<file path="config.mk">
export PLATFORM = sky130hd
export DESIGN_NAME = dual_port_addr_gpio
export DESIGN_NICKNAME = d
export VERILOG_FILES = /design/src/dual_port_addr_gpio_pkg.sv /design/src/dual_port_addr_gpio.sv
export SDC_FILE = /design/constraint.sdc
export NUM_CORES = 1
export LEC_CHECK = 0
export BUFFER_PORTS_ARGS = -buffer_cell sky130_fd_sc_hd__buf_2
export CORE_ASPECT_RATIO = 0.75
export CORE_UTILIZATION = 50
export CTS_CLUSTER_SIZE = 28
export DETAILED_ROUTE_END_ITERATION = 10
export PLACE_DENSITY = 0.74
export SLEW_MARGIN = 20
export SYNTH_ARGS = -nofsm -noshare
export SYNTH_HDL_FRONTEND = slang
export SYNTH_SLANG_ARGS = --single-unit
</file>
<file path="constraint.sdc">
create_clock -name clk -period 2.4 [get_ports clk]
set_clock_uncertainty 0.1 [all_clocks]
set_input_delay 0.48 -clock clk [delete_from_list [all_inputs] [get_ports clk]]
set_output_delay 0.48 -clock clk [all_outputs]
set_load 0.1 [all_outputs]
</file>
<file path="src/dual_port_addr_gpio_pkg.sv">
// constants shared by the dual address/gpio port block
package dual_port_addr_gpio_pkg;

    // ==========================================================
    // widths
    localparam int unsigned PORT_W = 8;
    localparam int unsigned ADDR_W = 16;
    localparam int unsigned MODE_W = 2;

    // ==========================================================
    // register map (byte addresses on the cpu's internal bus)
    localparam logic [ADDR_W-1:0] LOW_PORT_DIRECTION_ADDR = 16'hffb0;
    localparam logic [ADDR_W-1:0] HIGH_PORT_DIRECTION_ADDR = 16'hffb1;
    localparam logic [ADDR_W-1:0] LOW_PORT_DATA_LATCH_ADDR = 16'hffb2;
    localparam logic [ADDR_W-1:0] HIGH_PORT_DATA_LATCH_ADDR = 16'hffb3;

    // ==========================================================
    // reset values and fixed read values
    localparam logic [PORT_W-1:0] DIRECTION_RESET = 8'h00;
    localparam logic [PORT_W-1:0] DATA_LATCH_RESET = 8'h00;
    localparam logic [PORT_W-1:0] DIRECTION_ALL_OUT = 8'hff;
    localparam logic [PORT_W-1:0] DIRECTION_READ_VALUE = 8'hff;
    localparam logic [PORT_W-1:0] UNMAPPED_READ_VALUE = 8'h00;
    localparam logic [PORT_W-1:0] PIN_ALL_LOW = 8'h00;

    // ==========================================================
    // operating mode codes on the mode straps
    localparam logic [MODE_W-1:0] MODE_EXPANDED_NO_ROM = 2'h1;
    localparam logic [MODE_W-1:0] MODE_EXPANDED_ROM = 2'h2;
    localparam logic [MODE_W-1:0] MODE_SINGLE_CHIP = 2'h3;

    // ==========================================================
    // address bus slices carried by each port
    localparam int unsigned LOW_ADDR_LSB = 0;
    localparam int unsigned HIGH_ADDR_LSB = 8;

    typedef enum logic [1:0] {
        PORT_MODE_FORCED_ADDR,
        PORT_MODE_PER_PIN,
        PORT_MODE_GPIO
    } port_mode_t;

endpackage : dual_port_addr_gpio_pkg

</file>
<file path="src/dual_port_addr_gpio.sv">
// two 8-bit gpio ports that double as the external address bus halves
`timescale 1ns/1ps

// Behaviour
// - low port carries address bits 7..0
// - high port carries address bits 15..8
// - direction bit 1 output, 0 input
// - data read: latch for outputs, pin otherwise
// - direction registers read back all ones
// - modes 2/3: input data bit enables pull-up
// - pull-ups off: outputs, and all in mode 1
// - mode 1: direction forced ones, writes ignored
// - mode 2: direction picks input or address
// - mode 3: plain gpio, no address
// - reset clears direction and data to zero
// - mode 1: direction all ones after reset
// - hardware standby: pins float, pull-ups off
// - software standby: registers keep their contents
// - software standby: address pins driven low
// - software standby: gpio outputs keep latch value
module dual_port_addr_gpio (
    input wire logic clk,
    input wire logic arst_n,
    input wire logic clk_en,
    input wire logic [dual_port_addr_gpio_pkg::MODE_W-1:0] mode_pins,
    input wire logic hw_standby,
    input wire logic sw_standby,
    input wire logic [dual_port_addr_gpio_pkg::ADDR_W-1:0] ext_addr,
    input wire logic [dual_port_addr_gpio_pkg::ADDR_W-1:0] bus_addr,
    input wire logic bus_wr,
    input wire logic bus_rd,
    input wire logic [dual_port_addr_gpio_pkg::PORT_W-1:0] bus_wdata,
    output logic [dual_port_addr_gpio_pkg::PORT_W-1:0] bus_rdata,
    output logic bus_rvalid,
    input wire logic [dual_port_addr_gpio_pkg::PORT_W-1:0] low_pin_in,
    output logic [dual_port_addr_gpio_pkg::PORT_W-1:0] low_pin_out,
    output logic [dual_port_addr_gpio_pkg::PORT_W-1:0] low_pin_oe_n,
    output logic [dual_port_addr_gpio_pkg::PORT_W-1:0] low_pullup_en,
    input wire logic [dual_port_addr_gpio_pkg::PORT_W-1:0] high_pin_in,
    output logic [dual_port_addr_gpio_pkg::PORT_W-1:0] high_pin_out,
    output logic [dual_port_addr_gpio_pkg::PORT_W-1:0] high_pin_oe_n,
    output logic [dual_port_addr_gpio_pkg::PORT_W-1:0] high_pullup_en
);
    import dual_port_addr_gpio_pkg::*;

    // ==========================================================
    // synchronisers for pins and mode straps
    logic [MODE_W-1:0] mode_meta_q;
    logic [MODE_W-1:0] mode_q;
    logic [PORT_W-1:0] low_pin_meta_q;
    logic [PORT_W-1:0] low_pin_q;
    logic [PORT_W-1:0] high_pin_meta_q;
    logic [PORT_W-1:0] high_pin_q;

    // the first flop of each pair feeds only the second, never the logic
    // straps reset to single-chip so no pin drives address while they settle
    always_ff @(posedge clk or negedge arst_n) begin
        if (!arst_n) begin
            mode_meta_q <= MODE_SINGLE_CHIP;
            mode_q <= MODE_SINGLE_CHIP;
        end else if (clk_en) begin
            mode_meta_q <= mode_pins;
            mode_q <= mode_meta_q;
        end
    end

    always_ff @(posedge clk or negedge arst_n) begin
        if (!arst_n) begin
            low_pin_meta_q <= PIN_ALL_LOW;
            low_pin_q <= PIN_ALL_LOW;
        end else if (clk_en) begin
            low_pin_meta_q <= low_pin_in;
            low_pin_q <= low_pin_meta_q;
        end
    end

    always_ff @(posedge clk or negedge arst_n) begin
        if (!arst_n) begin
            high_pin_meta_q <= PIN_ALL_LOW;
            high_pin_q <= PIN_ALL_LOW;
        end else if (clk_en) begin
            high_pin_meta_q <= high_pin_in;
            high_pin_q <= high_pin_meta_q;
        end
    end

    // ==========================================================
    // mode decode
    port_mode_t port_mode;
    wire forced_addr;
    wire per_pin_addr;

    // unknown code 0 falls back to single-chip so pins never drive address by accident
    assign port_mode = (mode_q == MODE_EXPANDED_NO_ROM) ? PORT_MODE_FORCED_ADDR :
                       (mode_q == MODE_EXPANDED_ROM) ? PORT_MODE_PER_PIN : PORT_MODE_GPIO;
    assign forced_addr = (port_mode == PORT_MODE_FORCED_ADDR);
    assign per_pin_addr = (port_mode == PORT_MODE_PER_PIN);

    // ==========================================================
    // register decode
    wire wr_low_dir;
    wire wr_high_dir;
    wire wr_low_data;
    wire wr_high_data;
    wire rd_dir;
    wire rd_low_data;
    wire rd_high_data;

    wire wr_allowed;

    // cpu is halted in software standby, so writes are also blocked there
    assign wr_allowed = bus_wr && !sw_standby;
    assign wr_low_dir = wr_allowed && (bus_addr == LOW_PORT_DIRECTION_ADDR);
    assign wr_high_dir = wr_allowed && (bus_addr == HIGH_PORT_DIRECTION_ADDR);
    assign wr_low_data = wr_allowed && (bus_addr == LOW_PORT_DATA_LATCH_ADDR);
    assign wr_high_data = wr_allowed && (bus_addr == HIGH_PORT_DATA_LATCH_ADDR);
    assign rd_dir = (bus_addr == LOW_PORT_DIRECTION_ADDR) ||
                    (bus_addr == HIGH_PORT_DIRECTION_ADDR);
    assign rd_low_data = (bus_addr == LOW_PORT_DATA_LATCH_ADDR);
    assign rd_high_data = (bus_addr == HIGH_PORT_DATA_LATCH_ADDR);

    // ==========================================================
    // direction and data latch registers
    logic [PORT_W-1:0] low_dir_q;
    logic [PORT_W-1:0] low_dir_d;
    logic [PORT_W-1:0] high_dir_q;
    logic [PORT_W-1:0] high_dir_d;
    logic [PORT_W-1:0] low_latch_q;
    logic [PORT_W-1:0] low_latch_d;
    logic [PORT_W-1:0] high_latch_q;
    logic [PORT_W-1:0] high_latch_d;

    // mode 1 overrides any write and sets all ones at the third enabled edge after reset lifts, once the straps clear the sync flops
    assign low_dir_d = forced_addr ? DIRECTION_ALL_OUT :
                       wr_low_dir ? bus_wdata : low_dir_q;
    assign high_dir_d = forced_addr ? DIRECTION_ALL_OUT :
                        wr_high_dir ? bus_wdata : high_dir_q;
    assign low_latch_d = wr_low_data ? bus_wdata : low_latch_q;
    assign high_latch_d = wr_high_data ? bus_wdata : high_latch_q;

    // a write lands at its enabled edge; pins follow one cycle later
    always_ff @(posedge clk or negedge arst_n) begin
        if (!arst_n) begin
            low_dir_q <= DIRECTION_RESET;
        end else if (clk_en) begin
            low_dir_q <= low_dir_d;
        end
    end

    always_ff @(posedge clk or negedge arst_n) begin
        if (!arst_n) begin
            high_dir_q <= DIRECTION_RESET;
        end else if (clk_en) begin
            high_dir_q <= high_dir_d;
        end
    end

    always_ff @(posedge clk or negedge arst_n) begin
        if (!arst_n) begin
            low_latch_q <= DATA_LATCH_RESET;
        end else if (clk_en) begin
            low_latch_q <= low_latch_d;
        end
    end

    always_ff @(posedge clk or negedge arst_n) begin
        if (!arst_n) begin
            high_latch_q <= DATA_LATCH_RESET;
        end else if (clk_en) begin
            high_latch_q <= high_latch_d;
        end
    end

    // ==========================================================
    // read path
    logic [PORT_W-1:0] rdata_d;
    wire [PORT_W-1:0] low_read_view;
    wire [PORT_W-1:0] high_read_view;

    // input pins bypass the latch; the pin view is the synchronised level
    assign low_read_view = (low_dir_q & low_latch_q) | (~low_dir_q & low_pin_q);
    assign high_read_view = (high_dir_q & high_latch_q) | (~high_dir_q & high_pin_q);
    wire [PORT_W-1:0] data_read_view;

    assign data_read_view = rd_low_data ? low_read_view :
                            rd_high_data ? high_read_view : UNMAPPED_READ_VALUE;
    // the direction contents stay hidden, so software must keep its own copy
    assign rdata_d = rd_dir ? DIRECTION_READ_VALUE : data_read_view;

    // read data holds between reads so a slow master may sample it late
    always_ff @(posedge clk or negedge arst_n) begin
        if (!arst_n) begin
            bus_rdata <= UNMAPPED_READ_VALUE;
        end else if (clk_en) begin
            bus_rdata <= bus_rd ? rdata_d : bus_rdata;
        end
    end

    always_ff @(posedge clk or negedge arst_n) begin
        if (!arst_n) begin
            bus_rvalid <= 1'b0;
        end else if (clk_en) begin
            bus_rvalid <= bus_rd;
        end
    end

    // ==========================================================
    // pin function per bit
    wire [PORT_W-1:0] low_addr_sel;
    wire [PORT_W-1:0] high_addr_sel;
    wire [PORT_W-1:0] low_addr_bits;
    wire [PORT_W-1:0] high_addr_bits;
    wire [PORT_W-1:0] low_out_d;
    wire [PORT_W-1:0] high_out_d;
    wire [PORT_W-1:0] low_oe_n_d;
    wire [PORT_W-1:0] high_oe_n_d;
    wire [PORT_W-1:0] low_pull_d;
    wire [PORT_W-1:0] high_pull_d;

    assign low_addr_bits = ext_addr[LOW_ADDR_LSB +: PORT_W];
    assign high_addr_bits = ext_addr[HIGH_ADDR_LSB +: PORT_W];

    // mode 1 all address; mode 2 per direction bit; mode 3 never address
    assign low_addr_sel = forced_addr ? DIRECTION_ALL_OUT :
                          per_pin_addr ? low_dir_q : PIN_ALL_LOW;
    assign high_addr_sel = forced_addr ? DIRECTION_ALL_OUT :
                           per_pin_addr ? high_dir_q : PIN_ALL_LOW;

    // address pins go low in software standby, gpio outputs hold the latch
    wire [PORT_W-1:0] low_addr_drive;
    wire [PORT_W-1:0] high_addr_drive;
    wire pin_float;
    wire pull_blocked;

    assign low_addr_drive = sw_standby ? PIN_ALL_LOW : low_addr_bits;
    assign high_addr_drive = sw_standby ? PIN_ALL_LOW : high_addr_bits;
    assign low_out_d = (low_addr_sel & low_addr_drive) |
                       (~low_addr_sel & low_latch_q);
    assign high_out_d = (high_addr_sel & high_addr_drive) |
                        (~high_addr_sel & high_latch_q);

    // direction bit 0 leaves the pin undriven; hardware standby floats all
    // registers are not cleared here, the reset that comes with standby does it
    assign pin_float = hw_standby;
    assign low_oe_n_d = pin_float ? DIRECTION_ALL_OUT : ~low_dir_q;
    assign high_oe_n_d = pin_float ? DIRECTION_ALL_OUT : ~high_dir_q;

    // pull-up only on an input pin whose latch bit is 1, outside mode 1
    assign pull_blocked = hw_standby || forced_addr;
    assign low_pull_d = pull_blocked ? PIN_ALL_LOW :
                        (~low_dir_q & low_latch_q);
    assign high_pull_d = pull_blocked ? PIN_ALL_LOW :
                         (~high_dir_q & high_latch_q);

    // registered pins cost one cycle of address latency but keep glitches off the bus
    always_ff @(posedge clk or negedge arst_n) begin
        if (!arst_n) begin
            low_pin_out <= PIN_ALL_LOW;
        end else if (clk_en) begin
            low_pin_out <= low_out_d;
        end
    end

    always_ff @(posedge clk or negedge arst_n) begin
        if (!arst_n) begin
            high_pin_out <= PIN_ALL_LOW;
        end else if (clk_en) begin
            high_pin_out <= high_out_d;
        end
    end

    // every pin floats during reset until the direction register says otherwise
    always_ff @(posedge clk or negedge arst_n) begin
        if (!arst_n) begin
            low_pin_oe_n <= DIRECTION_ALL_OUT;
        end else if (clk_en) begin
            low_pin_oe_n <= low_oe_n_d;
        end
    end

    always_ff @(posedge clk or negedge arst_n) begin
        if (!arst_n) begin
            high_pin_oe_n <= DIRECTION_ALL_OUT;
        end else if (clk_en) begin
            high_pin_oe_n <= high_oe_n_d;
        end
    end

    always_ff @(posedge clk or negedge arst_n) begin
        if (!arst_n) begin
            low_pullup_en <= PIN_ALL_LOW;
        end else if (clk_en) begin
            low_pullup_en <= low_pull_d;
        end
    end

    always_ff @(posedge clk or negedge arst_n) begin
        if (!arst_n) begin
            high_pullup_en <= PIN_ALL_LOW;
        end else if (clk_en) begin
            high_pullup_en <= high_pull_d;
        end
    end

endmodule : dual_port_addr_gpio

</file>
### After elaboration in Yosys (flattened, before gate mapping)

Cells that the tools add are included.

* register bits: 125
* bits of input ports: 65
* output and inout port bits: 57

* equality and inequality tests: 7
* mux-type cells: 19
* bitwise operators: 18
* reductions and logical operators: 16

Operators by type and width (count)
* $mux W8: 17
* $and A8 B8 Y8: 10
* $eq A16 B16 Y1 const B: 4
* $not A8 Y8: 4
* $or A8 B8 Y8: 4
* $reduce_and A2 Y1: 5
* $logic_and A1 B1 Y1: 5
* $eq A2 B1 Y1 const B: 2
* $mux W2: 2
* $reduce_bool A2 Y1: 2
* $eq A2 B2 Y1 const B: 1
* $logic_not A2 Y1: 1
* $logic_or A1 B1 Y1: 2
* $logic_not A1 Y1: 1

### Longest topological paths before layout

Gate-level depths: netlist (run 1).

* depth after elaboration: 9
* depth in mapped cells: 8

### Worst setup path before layout (run 1)

OpenSTA, ideal clock, no wires.

* path type: register -> register
* from: register mode_q[1]
* to: register high_pullup_en[4] (netlist bit)
* library setup time: 0.096 ns
* data arrival time: 1.625 ns
* slack: 0.579 ns
* cell stages (with the launch flop): 8
* buffers on the path: 4
* clock period less this slack: 1.821 ns
* path through: dfstp_2 -> buf_2 -> nor2b_4 -> buf_6 -> or3b_1 -> buf_6 -> buf_6 -> o32ai_4

* cells in the longest elaborated chain, start to end: 6
* elaborated cells between the ends (all ways): 7
* those cells by class: eq/ne (2); mux (3); reduce/logical (2)

RTL lines
* start: declaration: line dual_port_addr_gpio.sv:49 `logic [MODE_W-1:0] mode_q;`
* start signal: assignment: line dual_port_addr_gpio.sv:63 `mode_q <= mode_meta_q;`
* $eq A2 B2 Y1: line dual_port_addr_gpio.sv:95 `(mode_q == MODE_EXPANDED_ROM) ? PORT_MODE_PER_PIN : PORT_MODE_GPIO;`
* $mux W2: line dual_port_addr_gpio.sv:95
* $mux W2 *: line dual_port_addr_gpio.sv:94 `assign port_mode = (mode_q == MODE_EXPANDED_NO_ROM) ? PORT_MODE_FORCED_ADDR :`
* $logic_not A2 Y1 *: line dual_port_addr_gpio.sv:96 `assign forced_addr = (port_mode == PORT_MODE_FORCED_ADDR);`
* $logic_or A1 B1 Y1 *: line dual_port_addr_gpio.sv:249 `assign pull_blocked = hw_standby || forced_addr;`
* $mux W8 *: line dual_port_addr_gpio.sv:252 `assign high_pull_d = pull_blocked ? PIN_ALL_LOW :`
* end signal: assignment: line dual_port_addr_gpio.sv:301 `high_pullup_en <= high_pull_d;`
* end: declaration: line dual_port_addr_gpio.sv:42 `output logic [dual_port_addr_gpio_pkg::PORT_W-1:0] high_pullup_en`

Mark *: on every way between the ends. The rest lies on a longest branch, timed or not.
A chain may end at the register's enable or synchronous reset.

### Worst setup path after layout (run 1)

* from: register high_pin_oe_n[3] (netlist bit)
* to: output port high_pin_oe_n[3] (netlist bit)

RTL lines
* start: declaration: line dual_port_addr_gpio.sv:41 `output logic [dual_port_addr_gpio_pkg::PORT_W-1:0] high_pin_oe_n,`
* start signal: assignment: line dual_port_addr_gpio.sv:285 `high_pin_oe_n <= high_oe_n_d;`

No word-level cell between the ends.

==> flow_summary.ini, run 1 <==
[outcome]
status = finished, final reports clean

[worst_setup_path]
rrSetupSlack_ns = 0.47
path_cells = buf_2
rr_worst_depth = 5
critPathSlowestCell = dfstp_2
startpoint = high_pin_oe_n[3]$_DFFE_PN1P_
crit_family = flip-flops
cp.buffers_inverters = 1
rr_startpoint = mode_q[1]$_DFFE_PN1P_
slowest_delay_ns = 0.55
worst_ep_arrival_time_ns = 1.38
r2r_end = high_pin_out[4]$_DFFE_PN0P_
crit_path_end = high_pin_oe_n[3]
start_kind = flip-flop
worst_ep_required_time_ns = 1.82
crit_fanout = 2
path_class = reg2out
end_kind = output port
cp.depth = 1

[clock_tree]
htreeDepth = 4
cts_tree = yes
cts_max_path_buffers = 2
cts_buffers = 17
clock_latency_ns = 0.41
ctsRootBufferMaster = clkbuf_16
clock-sinks = 125
post_cts_buffers = 0
cts.reportedPaths.clkPinSlew_ns = 0.05

[grt]
grt_first_pass_wirelength_mm = 24.4
grt_max_degree = 44
grt-ovfl-total = 0
antenna_found_initial = 1
grt_pass1_vias = 4478
track_usage_pct = 27.6

[detailed_routing]
ant_nets = 0
wl_per_cell_um = 19.6
drc = 0
routed_via_density = 5.67
routed_wl_mm = 15.1
vias = 4371
drtIter0Drc = 423
first_pass_iters = 5

[place]
dp_cells = 739
hpwl_mm = 10.6
portBuffers = 121
place.gp.congestion = 0.830

[final_layout]
syn2layout_area_growth_pct = 23.7
drive_above_1_share_pct = 40.9
stdcell_count = 771
antenna_cells = 0
final_nets = 684

[synth]
yosys-top-cells-count = dfrtp_1 (105), nor2_1 (65), mux2_2 (59), a21oi_1 (57), mux2i_1 (42)
synth_enable_flop_cells = 0
synth.largest_area_cell = dfrtp_1
ys_seq_elements = 125
ys_types = 35
synthCells = 499
synth.most_common_cell = dfrtp_1
synth.avg_cell_area_um2 = 11.5
syn_area_um2 = 5750
yosysWarnings = 0
mappedNetlistNets = 564
synth.area.top_cells = dfrtp_1 (46%), mux2_2 (12%), dfstp_2 (9.1%), mux2i_1 (7.3%), a21oi_1 (5.0%)
synth.top_cell.area_share_pct = 45.7
ys_seq_area_share_pct = 54.8
synth_ff_type = dfrtp_1
synthArstFlopShare_pct = 100

[power_and_ir_drop]
clkPwrFrac_pct = 42.5
p_per_area_nw_per_um2 = 880
power_frac_seq_pct = 38.3
leakage_nw = 3.34
ir_drop_mv = 0.644
p_comb_share_pct = 19.2
p_sw_mw = 1.89
swShare_pct = 30.1
p_int_mw = 4.38

[die]
io_pins = 122
initial_utilization_pct = 52.0
die_w_um = 126
num_rows = 33
die-area_um2 = 11900
die_y_um = 94.9
core_um2 = 11100

[sta]
rsz0062_at_grt = no
worstMarginPinSlew_ns = 0.567
finalSetupTns_ns = 0
whs_ns = 0.200
fmax_mhz = 509
setup_violations = 0
slew_violations = 0
relSlewSlack_pct = 62.2
hold_viol = 0
finalCritPeriodShare_pct = 81.8
fin_crit_ns = 1.96

[min_path]
min_path_type = in2reg

[flow_run]
cap_violations = 0
how the worst min path moves through the flow:
stage / startpoint / endpoint / cells past startpoint
final: high_pin_in[0] / high_pin_meta_q[0]$_DFFE_PN0P_ / 2
after global routing: high_pin_in[4] / high_pin_meta_q[4]$_DFFE_PN0P_ / 2
after CTS: high_pin_in[7] / high_pin_meta_q[7]$_DFFE_PN0P_ / 2
after detailed placement: arst_n / bus_rvalid$_DFFE_PN0P_ / 1
after global placement: arst_n / bus_rvalid$_DFFE_PN0P_ / 1
after floorplan: arst_n / bus_rdata[0]$_DFFE_PN0P_ / 0
stage by stage:
| step | worst slack (ns) | util, % | power (mW) | instance area [um^2] |
|---|---|---|---|---|
| finish | 0.437 | 64.3 | 6.27 | 7120 |
| global route | 0.358 | 64.3 | 6.47 | 7120 |
| CTS | 0.429 | 64.3 | 6.29 | 7120 |
| detailed placement | 0.261 | 58.6 | 3.62 | 6490 |
| global placement | 0.327 | 58.6 | 3.60 | 6490 |
| floorplan | 0.579 | - | 3.35 | 5750 |
per-layer routing:
layer  track usage [%]  vias up  wire, um
li1                  -     1985         -
met1              39.5     2173      7120
met2              41.5      196      6680
met3              7.20       15      1140
met4              8.33        2       125
met5                 0        -        13
power groups by stage:
stage	registers, mW	clock network, mW	logic [mW]
final	2.40	2.66	1.20
after global routing	2.42	2.78	1.27
after CTS	2.40	2.69	1.20
after detailed placement	2.43	0	1.19
after global placement	2.43	0	1.17
after floorplan	2.95	0	0.401
logic make-up after synthesis:
group,synth area share (%)
buffers and inverters,5.11
and+or+nand+nor,9.61
DFF,54.8
muxes,18.9
AOI/OAI and AO/OA,11.6
final cells by class:
type / instances / area (um^2)
repair buffers: 134 / 736
well taps: 140 / 175
fillers: 857 / 3950
clock inverters: 6 / 105
flip-flops and latches: 125 / 3150
clock buffers: 25 / 515
multi-input cells: 307 / 2310
inverters: 34 / 128
timing repair:
action | 4_1_cts | 5_1_grt
hold buffers | 1 | 0
hold endpoints to repair | 33 | 0
setup endpoints to repair | 0 | 0
resized for setup | 0 | 0
placed cells by master, fill, tap and decap left out, types with 2 or more instances in the layout:
cell,instances
clkinv_2,3
mux2_2,59
dfrtp_1,105
bufinv_16,3
or3b_1,2
buf_4,12
o211ai_1,7
a21oi_1,57
clkbuf_1,2
nand2_1,10
o32ai_1,6
clkbuf_16,17
a31oi_1,16
nor2b_1,16
dfstp_2,20
buf_12,2
and2_1,2
inv_1,34
nor2_1,65
clkbuf_8,6
nand4_1,2
buf_2,119
mux2i_1,42
o32ai_2,9
(Power assumes the default switching activity.)
==> run 2, diff against run 1 <==
ABC_AREA = 1   (was not set)
CORE_UTILIZATION = 49   (was 50)
PLACE_DENSITY = 0.76   (was 0.74)
clock period = 1.75 ns   (was 2.4 ns; I/O delays follow)
==> run 2 against run 1 <==
  * The run now ends with DRC left
  * Core utilization grew 0.77 points
  * Sequential power up 50%
  * Total power is 57% higher
  * Register-to-register slack got worse by 0.34 ns
  * Final cell count up 26%
  * Clock power grew 49%
  * Combinational power grew 90%
==> flow_summary.ini, run 2 <==
[worst_setup_path]
critPathSlowestCell = dfstp_2
crit_family = flip-flops
crit_fanout = 2
slowest_delay_ns = 0.54
path_cells = buf_4
cp.buffers_inverters = 1
end_kind = output port
rr_worst_depth = 6
worst_ep_arrival_time_ns = 1.25
rr_startpoint = mode_q[1]$_DFFE_PN1P_
rrSetupSlack_ns = 0.13
start_kind = flip-flop
path_class = reg2out
r2r_end = high_pin_out[6]$_DFFE_PN0P_
worst_ep_required_time_ns = 1.30

[synth]
ys_seq_area_share_pct = 56.2
syn_area_um2 = 5610
synth_ff_type = dfrtp_1
ys_types = 21
mappedNetlistNets = 749
synth_enable_flop_cells = 0
synth.largest_area_cell = dfrtp_1
yosys-top-cells-count = nand2_1 (229), dfrtp_1 (105), o21ai_0 (97), inv_1 (69), nand3_1 (47)
synth.most_common_cell = nand2_1
synth.top_cell.area_share_pct = 46.8
ys_seq_elements = 125
synth.avg_cell_area_um2 = 8.21
synthArstFlopShare_pct = 100
yosysWarnings = 0
synthCells = 684
synth.area.top_cells = dfrtp_1 (47%), nand2_1 (15%), dfstp_2 (9.4%), o21ai_0 (8.6%), inv_1 (4.6%)

[power_and_ir_drop]
p_per_area_nw_per_um2 = 1370
swShare_pct = 34.4
p_int_mw = 6.45
p_sw_mw = 3.39
clkPwrFrac_pct = 40.2
ir_drop_mv = 0.784
power_frac_seq_pct = 36.6
p_comb_share_pct = 23.2
leakage_nw = 3.71

[clock_tree]
ctsRootBufferMaster = clkbuf_16
post_cts_buffers = 0
cts.reportedPaths.clkPinSlew_ns = 0.06
clock_latency_ns = 0.42
htreeDepth = 4
cts_max_path_buffers = 2
cts_buffers = 17
clock-sinks = 125
cts_tree = yes

[grt]
grt_pass1_vias = 5148
use_met1_pct = 37.9
antenna_found_initial = 0
grt-ovfl-total = 0
grt_max_degree = 75
grt_first_pass_wirelength_mm = 25.7
grt_use_met2_pct = 46.7
met3_usage_pct = 7.03
top_usage_layer = met2
track_usage_pct = 28.8

[sta]
finalSetupTns_ns = 0
relSlewSlack_pct = 62.6
finalWorstSetupSlack_ns = 0.0475
fmax_mhz = 587
fin_crit_ns = 1.70
worstMarginPinSlew_ns = 0.559
hold_viol = 0
rsz0062_at_grt = no
slew_violations = 0
finalCritPeriodShare_pct = 97.3
setup_violations = 0
whs_ns = 0.0324

[die]
die_y_um = 94.7
core_um2 = 11000
num_rows = 33
io_pins = 122
initial_utilization_pct = 50.9
die_w_um = 126
die-area_um2 = 11900

[place]
place.gp.congestion = 0.865
hpwl_mm = 11.2
portBuffers = 121
place_ws_ns = 0.0753

[min_path]
holdPathStages = 3
min_path_type = in2reg
min_from = mode_pins[0]
min_to = mode_meta_q[0]$_DFFE_PN1P_

[detailed_routing]
first_pass_iters = 10
drc = 13
routed_via_density = 5.46
wl_per_cell_um = 16.4
vias = 5284
drtIter0Drc = 598
routed_wl_mm = 15.9
ant_nets = 0

[final_layout]
drive_above_1_share_pct = 24.9
fillCellCount = 915
final_nets = 881
multiInputGateArea_um2 = 2040
antenna_cells = 0
final_core_util_pct = 65.1
syn2layout_area_growth_pct = 27.9
final_cell_mix = nand2_1 (228), dfrtp_1 (105), buf_2 (104), o21ai_0 (97), inv_1 (69)
regArea_um2 = 3150
layout_commonest_cell = nand2_1

[outcome]
violations = DRC
status = finished with violations

[flow_run]
cap_violations = 0
-- run 2: timing repair --
item / in CTS / in global routing
setup endpoints to repair: 15 / 8
hold endpoints to repair: 20 / 0
gates resized for setup: 15 / 1
gates cloned: 0 / 0
hold buffers: 1 / 0
-- run 2: layout make-up --
cell class,count,area share (%)
flip-flops and latches,125,43.9
clock inverters,10,2.56
repair buffers,142,12.3
inverters,71,3.71
clock buffers,21,6.69
multi-input cells,459,28.4
well taps,140,2.44
-- run 2: per-stage QoR --
stage,power (mW),instances,cell area (um^2)
floorplan,5.21,684,5610
global placement,5.79,936,6460
detailed placement,5.84,936,6460
CTS,9.84,968,7180
global route,10.2,968,7180
finish,9.84,968,7180
-- run 2: per-layer routing --
| metal | part of all wire (%) | routed length, um |
|---|---|---|
| met1 | 43 | 6840 |
| met2 | 46 | 7380 |
| met3 | 8.5 | 1350 |
| met4 | 2.2 | 348 |
| met5 | 0 | 0 |
-- run 2: kinds of logic after synthesis --
| kind of cell | count (synthesis) | share of synthesized area (%) |
|---|---|---|
| DFF | 125 | 56.2 |
| AOI/OAI and AO/OA | 136 | 13.1 |
| and+or+nand+nor | 323 | 23.1 |
| buffers and inverters | 100 | 7.60 |
-- run 2: worst max-delay path by stage --
stage,slack [ns],start,depth (start not counted),to
after floorplan,0.35,mode_q[1]$_DFFE_PN1P_,5,low_pullup_en[6]$_DFFE_PN0P_
after global placement,0.11,sw_standby,7,high_dir_q[2]$_DFFE_PN0P_
after detailed placement,0.08,sw_standby,7,high_dir_q[2]$_DFFE_PN0P_
after CTS,0.04,high_pin_oe_n[1]$_DFFE_PN1P_,1,high_pin_oe_n[1]
after global routing,0.02,mode_q[1]$_DFFE_PN1P_,6,low_pin_out[6]$_DFFE_PN0P_
final,0.05,high_pin_oe_n[3]$_DFFE_PN1P_,1,high_pin_oe_n[3]
-- run 2: power groups by stage --
stage | combinational [mW] | sequential [mW] | clock [mW]
after detailed placement | 2.21 | 3.63 | 0
after CTS | 2.28 | 3.59 | 3.97
after global routing | 2.42 | 3.64 | 4.11
final | 2.28 | 3.60 | 3.96
after global placement | 2.17 | 3.62 | 0
after floorplan | 0.588 | 4.62 | 0
==> run 3, diff against run 2 <==
CELL_PAD_IN_SITES_DETAIL_PLACEMENT = 0   (was not set)
CELL_PAD_IN_SITES_GLOBAL_PLACEMENT = 1   (was not set)
CORE_UTILIZATION = 36   (was 49)
PLACE_DENSITY = 0.86   (was 0.76)
==> run 3 against run 2 <==
  * The run now ends clean
  * Combinational power about the same
  * Clock-buffer cell count unchanged
  * Maximum frequency up 0.13%
  * Register-to-register slack better by 0.09 ns
  * Clock power down 2%
  * Worst hold slack better by 0.0040 ns
  * Core utilization down 17 points
  * Highest routed layer unchanged
==> flow_summary.ini, run 3 (synthesis results as in run 2) <==
[outcome]
status = finished, final reports clean

[sta]
finalSetupTns_ns = 0
worstMarginPinSlew_ns = 0.529
fmax_mhz = 588
slew_violations = 0
fin_crit_ns = 1.70
relSlewSlack_pct = 64.6
hold_viol = 0
finalCritPeriodShare_pct = 97.2
rsz0062_at_grt = no
finalWorstSetupSlack_ns = 0.0496
setup_violations = 0

[clock_tree]
cts_tree = yes
clock-sinks = 125
clock_latency_ns = 0.41
cts_max_path_buffers = 2
cts.reportedPaths.clkPinSlew_ns = 0.06
ctsRootBufferMaster = clkbuf_16
cts_buffers = 17
htreeDepth = 4

[die]
die-area_um2 = 16100
core_um2 = 15200
initial_utilization_pct = 36.9
die_w_um = 146
die_y_um = 110
num_rows = 39
io_pins = 122

[final_layout]
antenna_cells = 0
final_cell_mix = nand2_1 (229), dfrtp_1 (105), buf_2 (104), o21ai_0 (97), inv_1 (69)
final_nets = 884
layout_commonest_cell = nand2_1
syn2layout_area_growth_pct = 30.5
drive_above_1_share_pct = 24.9

[worst_setup_path]
path_cells = buf_4
rr_worst_depth = 8
start_kind = flip-flop
worst_ep_required_time_ns = 1.30
cp.buffers_inverters = 1
slowest_delay_ns = 0.55
end_kind = output port
rrSetupSlack_ns = 0.22
crit_family = flip-flops
startpoint = high_pin_oe_n[0]$_DFFE_PN1P_
path_class = reg2out
worst_ep_arrival_time_ns = 1.25
crit_fanout = 2
critPathSlowestCell = dfstp_2
r2r_end = high_pin_out[7]$_DFFE_PN0P_
rr_startpoint = mode_q[1]$_DFFE_PN1P_

[grt]
grt_pass1_vias = 4880
grt-ovfl-total = 0
antenna_found_initial = 0
track_usage_pct = 21.4
grt_first_pass_wirelength_mm = 26.0
grt_max_degree = 77

[power_and_ir_drop]
p_per_area_nw_per_um2 = 1340
ir_drop_mv = 0.828
leakage_nw = 3.74

[detailed_routing]
vias = 5081
drc = 0
routed_via_density = 4.90
drtIter0Drc = 317
wl_per_cell_um = 15.8
routed_wl_mm = 16.4
first_pass_iters = 5
ant_nets = 0

[place]
hpwl_mm = 11.8
place.gp.congestion = 0.845
portBuffers = 121
place_ws_ns = 0.0370

[min_path]
min_to = low_pin_meta_q[7]$_DFFE_PN0P_
min_path_type = in2reg
holdPathStages = 3
min_from = low_pin_in[7]

[flow_run]
cap_violations = 0
==> run 3: cell types whose count changed in the layout (fill, tap and decap cells not counted) <==
cell / before / now
clkbuf_8: 4 / 2
clkinv_2: 2 / 3
buf_12: 6 / 11
nand2_2: 5 / 4
nand2_1: 228 / 229
inv_6: 1 / 0
clkinv_4: 0 / 1
buf_4: 31 / 29
clkbuf_1: 0 / 2
==> run 3: worst max path at each step <==
| stage | slack [ns] | cells after the start | to |
|---|---|---|---|
| floorplan | 0.35 | 5 | low_pullup_en[6]$_DFFE_PN0P_ |
| global placement | 0.07 | 6 | bus_rdata[1]$_DFFE_PN0P_ |
| detailed placement | 0.04 | 9 | bus_rdata[6]$_DFFE_PN0P_ |
| CTS | 0.03 | 1 | high_pin_oe_n[0] |
| global route | 0.01 | 1 | high_pin_out[5] |
| finish | 0.05 | 1 | high_pin_oe_n[0] |
==> run 3: metal layers <==
metal | vias to the layer above | track usage [%] | wire length [um] | share of wire, %
li1 | 2460 | - | - | -
met1 | 2434 | 30.3 | 8010 | 49
met2 | 178 | 32.0 | 6950 | 42
met3 | 9 | 6.05 | 1270 | 7.8
met4 | 0 | 6.25 | 114 | 0.70
met5 | - | 0 | 0 | 0
==> run 3: metrics by stage <==
stage / power [mW] / hold slack [ns] / util, % / area, um^2 / instances
floorplan: 5.21 / -0.0456 / - / 5610 / 684
global placement: 5.91 / 0.271 / 43.6 / 6640 / 1004
detailed placement: 5.93 / 0.274 / 43.6 / 6640 / 1004
CTS: 9.86 / 0.0232 / 48.1 / 7330 / 1037
global route: 10.2 / 0.0273 / 48.1 / 7330 / 1037
finish: 9.79 / 0.0364 / 48.1 / 7330 / 1037
==> run 3: tightest hold or removal path: stages <==
cell and delay [ns]:
buf_2 0.07, nand2_1 0.04, nand2_1 0.05
==> run 3: where the power goes <==
part           internal, mW  switching, mW
Clock                  2.60           1.27
Combinational         0.543           1.76
Sequential             3.30          0.322
Total                  6.44           3.35
==> run 3: cell type report <==
class	count	area, um^2
repair buffers	145	968
well taps	205	256
fillers	1533	7900
flip-flops and latches	125	3150
clock inverters	11	189
multi-input cells	459	2030
clock buffers	21	460
inverters	71	267
==> run 3: what timing repair did <==
item	4_1_cts	5_1_grt
endpoints found under the hold margin	105	0
resized for setup	11	0
buffers inserted	0	0
endpoints found under the setup margin	11	0
hold buffers	1	0
